## config.mk

```make
export PLATFORM = sky130hd
export DESIGN_NAME = asq_host_ctrl
export DESIGN_NICKNAME = d
export VERILOG_FILES = /design/src/asq_host_ctrl.v /design/src/asq_bus_port.v
export VERILOG_INCLUDE_DIRS = /design/src
export SDC_FILE = /design/constraint.sdc
export NUM_CORES = 1
export LEC_CHECK = 0
export BUFFER_PORTS_ARGS = -buffer_cell sky130_fd_sc_hd__buf_2
export CAP_MARGIN = 15
export CORE_MARGIN = 5
export CORE_UTILIZATION = 55
export DETAILED_ROUTE_END_ITERATION = 12
export GPL_TIMING_DRIVEN = 0
export PLACE_DENSITY = 0.79
export REMOVE_ABC_BUFFERS = 1
export SYNTH_ARGS = -nofsm -noshare
export SYNTH_HDL_FRONTEND = slang
export SYNTH_SLANG_ARGS = --single-unit
```

## constraint.sdc

```tcl
create_clock -name i_core_clk -period 2.3 [get_ports i_core_clk]
set_input_delay 0.345 -clock i_core_clk [delete_from_list [all_inputs] [get_ports i_core_clk]]
set_output_delay 0.345 -clock i_core_clk [all_outputs]
set_load 0.03 [all_outputs]
```

## src/asq_defs.vh

```
/*
  Register map and command encodings for the conversion sequencer host controller.
  Assumes: word-addressed register port on the device, 32-bit data.
*/
`ifndef ASQ_DEFS_VH
`define ASQ_DEFS_VH

// ****************************************
// Sequencer command register
// ****************************************
`define ASQ_CMD_ADDR        7'h00
`define ASQ_CMD_GO_BIT      0
`define ASQ_CMD_MODE_LSB    1
`define ASQ_CMD_MODE_MSB    3
`define ASQ_MODE_CONT       3'h0
`define ASQ_MODE_SINGLE     3'h1
`define ASQ_MODE_RECAL      3'h7

// ****************************************
// Sample store registers
// ****************************************
`define ASQ_IER_ADDR        7'h40
`define ASQ_ISR_ADDR        7'h41
`define ASQ_PKT_DONE_BIT    0
`define ASQ_IER_RESET       32'h00000001

// ****************************************
// Host operations
// ****************************************
`define ASQ_OP_STOP         4'h0
`define ASQ_OP_START        4'h1
`define ASQ_OP_MODE_SINGLE  4'h2
`define ASQ_OP_MODE_CONT    4'h3
`define ASQ_OP_RECAL        4'h4
`define ASQ_OP_IRQ_EN       4'h5
`define ASQ_OP_IRQ_DIS      4'h6
`define ASQ_OP_CLR_STATUS   4'h7
`define ASQ_OP_WAIT_PKT     4'h8
`define ASQ_OP_QUERY        4'h9

`endif

```

## src/asq_host_ctrl.v

```verilog
/*
  Host controller for a conversion sequencer and its sample store.
  Takes one operation at a time from the user port and carries it out
  as register reads and writes on the device port.
  Assumes the device read data is registered in the core clock domain.
*/
// Operation
// - Stop writes go zero, polls until clear.
// - Start writes one to go flag.
// - Stop and confirm before writing mode.
// - Single-pass selects mode one while stopped.
// - Recalibrate: save, stop, request, go, poll, restore.
// - Interrupt enable sets packet-done enable bit.
// - Interrupt disable clears packet-done enable bit.
// - Clear packet-done flag after handling packet.
// - Wait polls status while flag reads zero.
// - Query reports -1 if set, else 0.
`timescale 1ns/1ps
`include "asq_defs.vh"
module asq_host_ctrl (
  input  wire        i_core_clk,   // Core clock 125 MHz
  input  wire        i_rst_n,      // Async reset, active low
  input  wire        i_op_valid,   // Operation request
  input  wire [3:0]  i_op,         // Operation code
  output wire        o_op_ready,   // Ready for an operation
  output reg         o_op_done,    // Operation finished pulse
  output reg  [31:0] o_result,     // Query result or last status read
  output wire        o_dev_read,   // Device read strobe
  output wire        o_dev_write,  // Device write strobe
  output wire [6:0]  o_dev_addr,   // Device word address
  output wire [31:0] o_dev_wdata,  // Device write data
  input  wire [31:0] i_dev_rdata   // Device read data
);

  // ****************************************
  // States
  // ****************************************
  localparam [3:0] S_IDLE    = 4'h0;
  localparam [3:0] S_RD_CMD  = 4'h1;
  localparam [3:0] S_WR_STOP = 4'h2;
  localparam [3:0] S_POLL    = 4'h3;
  localparam [3:0] S_WR_MODE = 4'h4;
  localparam [3:0] S_WR_GO   = 4'h5;
  localparam [3:0] S_RD_IER  = 4'h6;
  localparam [3:0] S_WR_IER  = 4'h7;
  localparam [3:0] S_WR_ISR  = 4'h8;
  localparam [3:0] S_RD_ISR  = 4'h9;
  localparam [3:0] S_RESTORE = 4'ha;
  localparam [3:0] S_FINISH  = 4'hb;

  reg  [3:0]  state_r;
  reg  [3:0]  state_nxt;
  reg  [3:0]  op_r;
  reg  [31:0] saved_cmd_r;
  reg  [31:0] saved_cmd_nxt;
  reg  [31:0] result_nxt;
  reg         issued_r;
  reg         recal_go_r;
  reg         req;
  reg         wr;
  reg  [6:0]  addr;
  reg  [31:0] wdata;
  wire        done;
  wire [31:0] rdata;
  wire        go_bit   = rdata[`ASQ_CMD_GO_BIT];
  wire        pkt_bit  = rdata[`ASQ_PKT_DONE_BIT];

  assign o_op_ready = (state_r == S_IDLE);

  asq_bus_port u_port (
    .i_core_clk  (i_core_clk),
    .i_rst_n     (i_rst_n),
    .i_req       (req),
    .i_wr        (wr),
    .i_addr      (addr),
    .i_wdata     (wdata),
    .o_done      (done),
    .o_rdata     (rdata),
    .o_dev_read  (o_dev_read),
    .o_dev_write (o_dev_write),
    .o_dev_addr  (o_dev_addr),
    .o_dev_wdata (o_dev_wdata),
    .i_dev_rdata (i_dev_rdata)
  );

  // ****************************************
  // Access issue: one request at a time; a finished access lets the same state issue again
  // ****************************************
  always @* begin
    req   = 1'b0;
    wr    = 1'b0;
    addr  = `ASQ_CMD_ADDR;
    wdata = 32'h00000000;
    case (state_r)
      S_RD_CMD: begin
        req = ~issued_r;
      end
      S_WR_STOP: begin
        req = ~issued_r;
        wr  = 1'b1;
        // Keep the mode bits, drop the go flag
        wdata = saved_cmd_r & ~(32'h00000001 << `ASQ_CMD_GO_BIT);
      end
      S_POLL: begin
        req = ~issued_r;
      end
      S_WR_MODE: begin
        req = ~issued_r;
        wr  = 1'b1;
        // Go stays clear here; the device would drop the mode while running
        case (op_r)
          `ASQ_OP_MODE_SINGLE: wdata[`ASQ_CMD_MODE_MSB:`ASQ_CMD_MODE_LSB] = `ASQ_MODE_SINGLE;
          `ASQ_OP_MODE_CONT:   wdata[`ASQ_CMD_MODE_MSB:`ASQ_CMD_MODE_LSB] = `ASQ_MODE_CONT;
          default:             wdata[`ASQ_CMD_MODE_MSB:`ASQ_CMD_MODE_LSB] = `ASQ_MODE_RECAL;
        endcase
      end
      S_WR_GO: begin
        req = ~issued_r;
        wr  = 1'b1;
        wdata = saved_cmd_r | (32'h00000001 << `ASQ_CMD_GO_BIT);
        if (op_r == `ASQ_OP_RECAL)
          wdata = {28'h0000000, `ASQ_MODE_RECAL, 1'b1};
      end
      S_RD_IER: begin
        req  = ~issued_r;
        addr = `ASQ_IER_ADDR;
      end
      S_WR_IER: begin
        req   = ~issued_r;
        wr    = 1'b1;
        addr  = `ASQ_IER_ADDR;
        wdata = saved_cmd_r & ~(32'h00000001 << `ASQ_PKT_DONE_BIT);
        if (op_r == `ASQ_OP_IRQ_EN)
          wdata = saved_cmd_r | (32'h00000001 << `ASQ_PKT_DONE_BIT);
      end
      S_WR_ISR: begin
        req   = ~issued_r;
        wr    = 1'b1;
        addr  = `ASQ_ISR_ADDR;
        // Write-one-to-clear; other bits written zero are left alone
        wdata = 32'h00000001 << `ASQ_PKT_DONE_BIT;
      end
      S_RD_ISR: begin
        req  = ~issued_r;
        addr = `ASQ_ISR_ADDR;
      end
      S_RESTORE: begin
        req   = ~issued_r;
        wr    = 1'b1;
        wdata = saved_cmd_r;
      end
      default: begin
        req = 1'b0;
      end
    endcase
  end

  // ****************************************
  // Sequence control
  // ****************************************
  always @* begin
    state_nxt     = state_r;
    saved_cmd_nxt = saved_cmd_r;
    result_nxt    = o_result;
    case (state_r)
      S_IDLE: begin
        if (i_op_valid) begin
          case (i_op)
            `ASQ_OP_STOP, `ASQ_OP_START, `ASQ_OP_RECAL,
            `ASQ_OP_MODE_SINGLE, `ASQ_OP_MODE_CONT: state_nxt = S_RD_CMD;
            `ASQ_OP_IRQ_EN, `ASQ_OP_IRQ_DIS:        state_nxt = S_RD_IER;
            `ASQ_OP_CLR_STATUS:                     state_nxt = S_WR_ISR;
            `ASQ_OP_WAIT_PKT, `ASQ_OP_QUERY:        state_nxt = S_RD_ISR;
            default:                                state_nxt = S_FINISH;
          endcase
        end
      end
      S_RD_CMD: begin
        if (done) begin
          saved_cmd_nxt = rdata;
          if (op_r == `ASQ_OP_START)
            state_nxt = S_WR_GO;
          else
            state_nxt = S_WR_STOP;
        end
      end
      S_WR_STOP: begin
        if (done)
          state_nxt = S_POLL;
      end
      S_POLL: begin
        // Go reads clear: either the stop has taken hold or the recalibration is over
        if (done && !go_bit) begin
          if (recal_go_r) begin
            state_nxt = S_RESTORE;
          end else begin
            case (op_r)
              `ASQ_OP_STOP:                        state_nxt = S_FINISH;
              `ASQ_OP_MODE_SINGLE, `ASQ_OP_MODE_CONT,
              `ASQ_OP_RECAL:                       state_nxt = S_WR_MODE;
              default:                             state_nxt = S_FINISH;
            endcase
          end
        end
      end
      S_WR_MODE: begin
        if (done) begin
          if (op_r == `ASQ_OP_RECAL)
            state_nxt = S_WR_GO;
          else
            state_nxt = S_FINISH;
        end
      end
      S_WR_GO: begin
        if (done) begin
          if (op_r == `ASQ_OP_RECAL) begin
            // Reuse the poll state; recal_go_r sends it on to the restore write
            state_nxt = S_POLL;
          end else begin
            state_nxt = S_FINISH;
          end
        end
      end
      S_RD_IER: begin
        if (done) begin
          saved_cmd_nxt = rdata;
          state_nxt     = S_WR_IER;
        end
      end
      S_WR_IER: begin
        if (done)
          state_nxt = S_FINISH;
      end
      S_WR_ISR: begin
        if (done)
          state_nxt = S_FINISH;
      end
      S_RD_ISR: begin
        if (done) begin
          if (op_r == `ASQ_OP_QUERY) begin
            result_nxt = pkt_bit ? 32'hffffffff : 32'h00000000;
            state_nxt  = S_FINISH;
          end else if (pkt_bit) begin
            result_nxt = rdata;
            state_nxt  = S_FINISH;
          end else begin
            state_nxt = S_RD_ISR;
          end
        end
      end
      S_RESTORE: begin
        if (done)
          state_nxt = S_FINISH;
      end
      S_FINISH: begin
        state_nxt = S_IDLE;
      end
      default: begin
        state_nxt = S_IDLE;
      end
    endcase
  end

  // ****************************************
  // State and operation registers
  // ****************************************
  always @(posedge i_core_clk or negedge i_rst_n) begin
    if (!i_rst_n) begin
      state_r     <= S_IDLE;
      op_r        <= `ASQ_OP_STOP;
      saved_cmd_r <= 32'h00000000;
      o_result    <= 32'h00000000;
      o_op_done   <= 1'b0;
      issued_r    <= 1'b0;
      recal_go_r  <= 1'b0;
    end else begin
      state_r     <= state_nxt;
      saved_cmd_r <= saved_cmd_nxt;
      o_result    <= result_nxt;
      // One pulse as the sequence reaches its last state
      o_op_done   <= (state_nxt == S_FINISH) && (state_r != S_FINISH);
      if (state_r == S_IDLE && i_op_valid)
        op_r <= i_op;
      // A finished access lets the same state issue again, which is how the poll loops repeat
      if (done)
        issued_r <= 1'b0;
      else if (req)
        issued_r <= 1'b1;
      // Marks the second poll of a recalibration, the one that waits for the device to drop go
      if (state_r == S_IDLE)
        recal_go_r <= 1'b0;
      else if (state_r == S_WR_GO && done && op_r == `ASQ_OP_RECAL)
        recal_go_r <= 1'b1;
    end
  end

endmodule // asq_host_ctrl

```

## src/asq_bus_port.v

```verilog
/*
  Single register access engine: one read or write per request.
  Assumes the device answers reads one cycle after the strobe, writes take one cycle.
*/
`timescale 1ns/1ps
module asq_bus_port (
  input  wire        i_core_clk,   // Core clock
  input  wire        i_rst_n,      // Async reset, active low
  input  wire        i_req,        // Access request pulse
  input  wire        i_wr,         // 1 write, 0 read
  input  wire [6:0]  i_addr,       // Word address
  input  wire [31:0] i_wdata,      // Write data
  output reg         o_done,       // Access finished pulse
  output reg  [31:0] o_rdata,      // Read data
  output reg         o_dev_read,   // Device read strobe
  output reg         o_dev_write,  // Device write strobe
  output reg  [6:0]  o_dev_addr,   // Device address
  output reg  [31:0] o_dev_wdata,  // Device write data
  input  wire [31:0] i_dev_rdata   // Device read data
);
  reg rd_pend_r;

  always @(posedge i_core_clk or negedge i_rst_n) begin
    if (!i_rst_n) begin
      o_done      <= 1'b0;
      o_rdata     <= 32'h00000000;
      o_dev_read  <= 1'b0;
      o_dev_write <= 1'b0;
      o_dev_addr  <= 7'h00;
      o_dev_wdata <= 32'h00000000;
      rd_pend_r   <= 1'b0;
    end else begin
      o_done      <= 1'b0;
      o_dev_read  <= 1'b0;
      o_dev_write <= 1'b0;
      rd_pend_r   <= o_dev_read;
      if (i_req) begin
        o_dev_addr  <= i_addr;
        o_dev_wdata <= i_wdata;
        o_dev_read  <= ~i_wr;
        o_dev_write <= i_wr;
      end
      if (o_dev_write)
        o_done <= 1'b1;
      if (rd_pend_r) begin
        o_rdata <= i_dev_rdata;
        o_done  <= 1'b1;
      end
    end
  end
endmodule // asq_bus_port

```

==> Word level (Yosys, flattened, before mapping) <==
Memories as Yosys holds them, arrays and structs flattened.
Cells that the tools add are included.
{ "totals": {"reg_bits": 150, "romBits": 64, "in_bits": 39, "output_inout_bits": 75, "wordCells": 92, "n_memories": 1} }
{ "op_classes": {"eq_ne": 18, "n_mux": 37, "n_bitwise": 2, "reduce_logical": 20} }
{ "memory_table": {"columns": ["memory", "depth", "word_bits", "read_ports", "rd_ports_with_merged_regs", "wr", "line_no", "source"], "rows": [
  ["(name not given)", 16, 4, 1, 0, 0, "asq_host_ctrl.v:168", "case (i_op)"]
]} }
{ "ops": {"columns": ["operator", "n"], "rows": [
  ["32-bit two-way mux", 4],
  ["28-bit case mux with 3 select lines", 1],
  ["4-bit two-way mux", 13],
  ["4-bit case mux with 9 select lines", 1],
  ["4-bit by 3-bit == test with 1-bit output, second input constant", 6],
  ["4-bit == test, second input constant", 5],
  ["4-bit by 2-bit == test with 1-bit output, second input constant", 4],
  ["7-bit case mux with 2 select lines", 1],
  ["3-bit case mux with 4 select lines", 1],
  ["1-bit two-way mux", 11],
  ["10-bit OR reduction", 1],
  ["4-bit by 1-bit == test with 1-bit output, second input constant", 2],
  ["2-bit OR reduction", 4],
  ["3-bit case mux with 2 select lines", 1],
  ["2-bit nonzero test", 3],
  ["3-bit OR reduction", 2],
  ["6-bit OR reduction", 1],
  ["1-bit logical AND", 5],
  ["4-bit zero test", 1],
  ["2-bit two-way mux", 2],
  ["4-bit inequality test, second input constant", 1],
  ["1-bit case mux with 4 select lines", 1],
  ["3-bit two-way mux", 1],
  ["3-bit AND reduction", 1],
  ["other kinds (3)", 4]
]} }

==> Logic depth before layout (Yosys ltp) <==
Gate-level depths: netlist (run 1).
{ "depth": {"depth_word": 8, "mapped_depth": 8, "ltp_nobuf": 6} }

==> Modules after synthesis <==
From an unflattened synthesis (run 1), not the netlist that was laid out.
{ "hier_totals": {"cells_unflattened": 517, "hier_area_um2": 6723.9} }
{ "modules_own_cells": {"columns": ["mod", "n_inst", "cells_each", "area_each_um2", "seq_area_each_um2"], "rows": [
  ["asq_host_ctrl", 1, 359, 3619.7, 1876.8],
  ["asq_bus_port", 1, 158, 3104.2, 1876.8]
]} }

==> Worst setup path before layout (run 1) <==
No wires, ideal clock.
{ "synth_timing": {"path_type": "register to register", "from": "register state_r[2]", "to": "register o_op_done", "setup_time_ns": 0.098, "t_arrival_ns": 1.962, "required_ns": 2.202, "path_slack_ns": 0.240, "path_stages_with_launch": 7, "synth_period_minus_slack_ns": 2.060, "path_cell_list": "dfrtp_1 -> buf_6 -> nor4_4 -> nand2_2 -> o32ai_1 -> and4bb_4 -> nor4bb_2"} }
{ "synth_lines": {"columns": ["item", "line_no", "source"], "rows": [
  ["from (decl)", "asq_host_ctrl.v:51", "reg [3:0] state_r;"],
  ["from (signal assigned)", "asq_host_ctrl.v:277", "state_r <= state_nxt;"],
  ["4-bit zero test", null, null],
  ["named net o_op_ready", "asq_host_ctrl.v:25", "output wire o_op_ready,"],
  ["4-bit case mux with 9 select lines", "asq_host_ctrl.v:165", "case (state_r)"],
  ["4-bit == test", "asq_host_ctrl.v:281", "o_op_done <= (state_nxt == S_FINISH) && (state_r != S_FINISH);"],
  ["1-bit logical AND", "asq_host_ctrl.v:281", null],
  ["to (signal assigned)", "asq_host_ctrl.v:281", null],
  ["to (decl)", "asq_host_ctrl.v:26", "output reg o_op_done,"]
]} }
The timed path passes the listed nets, and every way through them passes these cells.
A chain may end at the register's enable or synchronous reset.

==> Worst setup path in the final report (run 1) <==
{ "layout_timing": {"from": "register state_r[0]", "to": "register o_result[4]"} }
{ "layout_between": {"elab_chain_len": 2} }
{ "layout_rtl": {"columns": ["item", "line_no", "source"], "rows": [
  ["4-bit == test", "asq_host_ctrl.v:165", null],
  ["3-bit AND reduction (no line)", null, null],
  ["to (signal assigned)", "asq_host_ctrl.v:279", "o_result <= result_nxt;"],
  ["to (decl)", "asq_host_ctrl.v:27", "output reg [31:0] o_result,"]
]} }
Every way passes these cells.

==> flow_metrics.py, run 1 <==
metrics = {
    "outcome": {
        "status": "completed",
    },
    "routing": {
        "wl_per_cell_microns": 19.4,
        "drcViolationCount": 0,
        "vias": 4402,
        "drtIter0Drc": 322,
        "drt-total-wl_microns": 14800,
        "antenna_left": 0,
        "via_per_inst": 5.78,
        "dr.pass1.iters": 6,
    },
    "timing": {
        "finalHoldViolCount": 0,
        "setup_tns_ps": 0,
        "slew_headroom_pct": 36.8,
        "hold_slack_ps": 34.8,
        "period_needed_ps": 2260,
        "finalSetupViolCount": 0,
        "fmax_mhz": 443,
        "fin_worst_skew_ps": 17.3,
        "drv_slew": 0,
        "tightest_slew_ps": 948,
        "fin_crit_sh_pct": 98.1,
    },
    "synth": {
        "async_flop_share_pct": 100,
        "synth.cell_area_sq_um": 6090,
        "yosys_warnings": 0,
        "synth-seq-cells": 145,
        "synth-edff-count": 0,
        "avgSynthCellArea_sq_um": 11.9,
        "synth_area_leaders": "dfrtp_1 (60%), mux2_2 (12%), a22o_1 (4.0%)",
        "synthFlopType": "dfrtp_1",
        "yosysTopAreaCellShare_pct": 59.6,
        "synth_top_cell_by_area": "dfrtp_1",
        "yosysSeqAreaShare_pct": 59.6,
        "ys_types": 61,
        "syn_inst": 510,
    },
    "clock_tree": {
        "clk_pin_slew_worst_paths_ps": 60,
        "htreeDepth": 4,
        "root_buffer": "clkbuf_8",
        "clockBufferDepth": 2,
        "clock_sinks": 145,
        "cts_inserted_buffers": 17,
        "cts_tree": "done",
        "insertion_delay_ps": 540,
    },
    "placement": {
        "place_hpwl_microns": 8850,
        "dp.cells": 725,
        "routabilityCongestion": 0.915,
        "io_buffers": 108,
        "dpl_cell_area_sq_um": 6670,
    },
    "finish": {
        "area_growth_pct": 20.9,
        "antenna_cells": 0,
        "stdcell_area_sq_um": 7360,
        "fin_cells": 762,
        "fin_util_pct": 67.9,
        "drive_gt1_share_pct": 37.5,
        "final_nets": 650,
    },
    "global_routing": {
        "overflow": 0,
        "grt_pass1_vias": 4458,
        "grt_max_degree": 91,
        "antenna_found_initial": 1,
        "grt_pass1_wl_microns": 23500,
        "grt_usage_pct": 23.3,
    },
    "job": {
        "cap_violations": 0,
    },
    "die": {
        "io_pins": 114,
        "fp.dieArea_sq_um": 13300,
        "design.core.area_sq_um": 10800,
        "die_h_microns": 115,
        "die_x_microns": 115,
        "initial_core_util_pct": 56.1,
        "floorplan.rows": 38,
    },
    "worst_setup_path": {
        "start_kind": "flop",
        "crit_type": "reg2reg",
        "worstPathArrival_ps": 2640,
        "required_ps": 2680,
        "cp-endpoint": "o_result[4]",
        "r2r_start": "state_r[0]",
        "crit_start": "state_r[0]",
        "reg2reg_depth": 5,
        "r2r-end": "o_result[4]",
        "end_kind": "flop",
        "worst-path-max-fanout": 22,
        "r2r_slack_ps": 40,
    },
    "power_and_ir_drop": {
        "power.density_nw_per_um2": 1530,
        "ir_drop_mv": 0.915,
        "power_leakage_uw": 0.00361,
    },
    "worst_hold_path": {
        "hold_class": "in2reg",
        "hold_depth": 2,
    },
}
==> where the power goes <==
part / switching, uW / total [uW] / internal, uW
Clock: 1010 / 2830 / 1820
Sequential: 991 / 4650 / 3660
Combinational: 2240 / 3750 / 1510
Total: 4240 / 11200 / 7000
==> worst min path at each step <==
stage,start,to,slack [ps]
after detailed placement,i_rst_n,saved_cmd_r[30],340
final,i_dev_rdata[20],u_port.o_rdata[20],30
after floorplan,i_rst_n,issued_r,50
after global placement,u_port.o_dev_read,u_port.rd_pend_r,360
after CTS,i_dev_rdata[20],u_port.o_rdata[20],20
after global routing,i_dev_rdata[29],u_port.o_rdata[29],20
==> cell families after synthesis <==
family	Yosys count	share of synthesized area (%)
other	1	0.0616
buffers and inverters	50	4.46
flip-flops	145	59.6
AND/OR/NAND/NOR	133	11.0
adder cells (fa/ha/maj)	2	0.411
AO/OA/AOI/OAI	115	12.6
multiplexers	64	11.8
==> cell usage after synthesis (all sizes together), types with 3 or more instances <==
library cell and instances:
inv 10, nand2 56, a31oi 3, o21ai 48, a21oi 15, nand2b 4, nor2 43, mux2 64
nor2b 7, a22o 28, nor4 3, dfrtp 145, clkbuf 20, buf 20
==> layout by cell type, fill, tap and decap left out, types with 6 or more instances in the layout <==
cell type / synthesis / routed
a21oi_1: 15 / 15
a22o_1: 28 / 28
buf_2: 4 / 107
clkbuf_16: 0 / 16
clkbuf_8: 0 / 7
dfrtp_1: 145 / 140
inv_1: 9 / 9
mux2_2: 64 / 64
nand2_1: 55 / 54
nor2_1: 41 / 41
nor2b_1: 7 / 6
o21ai_0: 47 / 46
==> state kept, by name, indices dropped and copies added (netlist names), 2 cells and up <==
name	count
saved_cmd_r	32
op_r	4
u_port.o_rdata	32
state_r	4
u_port.o_dev_wdata	32
o_result	32
u_port.o_dev_addr	2
==> what timing repair did <==
| item | CTS | global route |
|---|---|---|
| buffers inserted | 0 | 2 |
| hold buffers | 1 | 0 |
| endpoints found under the setup margin | 87 | 69 |
| gates cloned | 1 | 1 |
| resized for setup | 7 | 3 |
| endpoints found under the hold margin | 55 | 0 |
| pin swaps | 1 | 2 |
==> critical path, stage by stage, from the launching register on <==
cell and delay [ps]:
dfrtp_2 610, nor2b_1 460, and3_1 450, o21ai_2 330, nand2_1 140, o21ai_0 110
==> per-layer routing <==
metal / track usage [%] / part of all wire, % / wire (microns)
met1: 29.5 / 40 / 5980
met2: 38.1 / 50 / 7460
met3: 7.58 / 7.8 / 1150
met4: 7.90 / 1.4 / 203
met5: 0 / 0.074 / 11
==> through the flow <==
stage	total power (uW)	worst slack, ps
after global placement	8120	-2330
after global routing	11800	-10.3
after CTS	11300	16.6
after floorplan	7060	-526
final	11200	44.4
after detailed placement	8330	-481
==> final cells by class <==
type	count	area, sq um
sequential	145	3630
fill	793	3480
multi-input combinational	321	2260
timing repair buffer	114	629
clock buffer	24	500
tap	140	175
clock inverter	8	124
inverter	10	37.5
Note: power is estimated with default switching activity, not from simulation.
==> run 2: changes to the inputs <==
--- a/config.mk
+++ b/config.mk
@@ -9,11 +9,12 @@
 export BUFFER_PORTS_ARGS = -buffer_cell sky130_fd_sc_hd__buf_2
 export CAP_MARGIN = 15
 export CORE_MARGIN = 5
-export CORE_UTILIZATION = 55
+export CORE_UTILIZATION = 50
 export DETAILED_ROUTE_END_ITERATION = 12
 export GPL_TIMING_DRIVEN = 0
-export PLACE_DENSITY = 0.79
+export PLACE_DENSITY = 0.76
 export REMOVE_ABC_BUFFERS = 1
+export SLEW_MARGIN = 10
 export SYNTH_ARGS = -nofsm -noshare
 export SYNTH_HDL_FRONTEND = slang
 export SYNTH_SLANG_ARGS = --single-unit
==> constraint.sdc (replaced) <==
create_clock -name i_core_clk -period 2 [get_ports i_core_clk]
set_input_delay 0.3 -clock i_core_clk [delete_from_list [all_inputs] [get_ports i_core_clk]]
set_output_delay 0.3 -clock i_core_clk [all_outputs]
set_load 0.03 [all_outputs]
==> run 2 against run 1 <==
  * Sequential power rose by 14%
  * Global-route usage fell by 3.1 points
  * Via count rose by 0.93%
  * Critical endpoint is now u_port.o_dev_wdata[1]
  * Largest cell class unchanged
==> flow_metrics.py, run 2 (same netlist as run 1, synthesis figures left out) <==
metrics = {
    "timing": {
        "finalWorstSetupSlack_ps": 5.48,
        "tightest_slew_ps": 871,
        "fin_crit_sh_pct": 99.7,
        "finalSetupViolCount": 0,
        "slew_headroom_pct": 41.9,
        "setup_tns_ps": 0,
        "fmax_mhz": 501,
        "rsz0062_at_grt": "yes",
        "drv_slew": 0,
        "period_needed_ps": 1990,
        "fin_worst_skew_ps": 7.42,
        "finalHoldViolCount": 0,
    },
    "finish": {
        "drive_gt1_share_pct": 41.1,
        "final_nets": 668,
        "antenna_cells": 0,
        "area_growth_pct": 24.8,
        "fin_cells": 785,
        "fill_cells": 927,
        "final_common_cell": "dfrtp_1",
        "final_cell_mix": "dfrtp_1 (136), buf_2 (107), mux2_2 (64), nand2_1 (54), o21ai_0 (46)",
    },
    "die": {
        "initial_core_util_pct": 50.9,
        "fp.dieArea_sq_um": 14500,
        "die_x_microns": 120,
        "io_pins": 114,
        "die_h_microns": 120,
        "design.core.area_sq_um": 12000,
        "floorplan.rows": 40,
    },
    "routing": {
        "dr.pass1.iters": 4,
        "antenna_left": 0,
        "drcViolationCount": 0,
        "via_per_inst": 5.66,
        "top_layer": "met4",
        "drt-total-wl_microns": 14800,
        "met2_length_microns": 6900,
        "met1_length_microns": 6470,
        "vias": 4443,
        "wl_per_cell_microns": 18.8,
        "drtIter0Drc": 353,
        "wl_met3_microns": 945,
    },
    "worst_setup_path": {
        "end_kind": "flop",
        "r2r_start": "state_r[3]",
        "worst-path-max-fanout": 20,
        "start_kind": "flop",
        "crit_type": "reg2reg",
        "required_ps": 2280,
        "worstPathArrival_ps": 2280,
        "crit_start": "state_r[3]",
    },
    "power_and_ir_drop": {
        "power_leakage_uw": 0.00372,
        "finalPower_uw": 13200,
        "ir_drop_mv": 0.916,
        "power.density_nw_per_um2": 1740,
    },
    "clock_tree": {
        "cts_inserted_buffers": 17,
        "clk_pin_slew_worst_paths_ps": 60,
        "clockBufferDepth": 2,
        "root_buffer": "clkbuf_16",
        "insertion_delay_ps": 410,
        "htreeDepth": 4,
        "cts_tree": "done",
        "clock_sinks": 145,
    },
    "placement": {
        "place_hpwl_microns": 8840,
        "io_buffers": 108,
        "pre_cts_ws_ps": -814,
        "routabilityCongestion": 0.864,
        "dp.cells": 732,
    },
    "global_routing": {
        "grt_pass1_wl_microns": 23000,
        "grt_usage_pct": 20.3,
        "grt_pass1_vias": 4389,
        "antenna_found_initial": 0,
        "grt_max_degree": 80,
        "overflow": 0,
    },
    "job": {
        "cap_violations": 0,
    },
    "worst_hold_path": {
        "min_from": "i_dev_rdata[8]",
        "hold_class": "in2reg",
    },
    "outcome": {
        "status": "completed",
    },
}
[run 2: cell count changes in the layout (fill, tap and decap cells not counted), sizes merged]
| cell | before | now |
|---|---|---|
| nand2b | 4 | 5 |
| o21ai | 49 | 48 |
| clkinvlp | 2 | 0 |
| buf | 113 | 129 |
| clkbuf | 24 | 21 |
| and4bb | 2 | 3 |
| clkinv | 3 | 7 |
[run 2: final timing paths]
check | to | slack (ps) | cells after the start
setup / recovery | u_port.o_dev_wdata[1] | 5 | 6
hold / removal | u_port.o_rdata[8] | 110 | 2
hold reg to reg | u_port.rd_pend_r | 390 | 0
max in group asynchronous | state_r[0] | 740 | 3
setup reg to reg | u_port.o_dev_wdata[1] | 5 | 6
min in group asynchronous | o_result[11] | 460 | 2
[run 2: area by class of cell]
cell class / count / area (sq um) / share of cell area, %
flip-flops and latches: 145 / 3640 / 48.0
multi-input cells: 322 / 2340 / 30.9
repair buffers: 131 / 792 / 10.4
clock buffers: 20 / 457 / 6.01
well taps: 147 / 184 / 2.42
clock inverters: 10 / 136 / 1.80
inverters: 10 / 37.5 / 0.494
[run 2: worst max-delay path: stages (launching register included)]
cell,delay [ps]
dfrtp_2,650
nor4_4,90
buf_4,150
a21oi_2,340
nand2b_4,280
a31oi_4,250
a21oi_1,100
[run 2: per-layer routing]
layer,vias up,track usage (%)
met1,2233,26.6
li1,2016,-
met2,160,31.9
met3,34,5.52
met4,0,8.78
met5,-,0
[run 2: where the power goes]
group | switching [uW] | internal [uW]
Combinational | 2780 | 1950
Sequential | 1080 | 4230
Clock | 1150 | 2010
Total | 5010 | 8190
[run 2: timing repair]
action                                 in CTS  in global routing
buffers inserted                            5                 14
pin swaps                                   3                  5
gates resized for setup                    17                 13
setup endpoints to repair                 102                 93
endpoints found under the hold margin      66                  0
gates cloned                                1                  2
hold buffers                                1                  0
[run 2: through the flow]
step | utilization [%] | hold WS [ps] | area (sq um)
6_report | 63.5 | 114 | 7590
5_1_grt | 63.5 | 96.0 | 7590
4_1_cts | 62.1 | 96.7 | 7420
3_5_place_dp | 55.9 | 330 | 6690
3_3_place_gp | 55.1 | 361 | 6590
2_1_floorplan | - | 4.41 | 5870
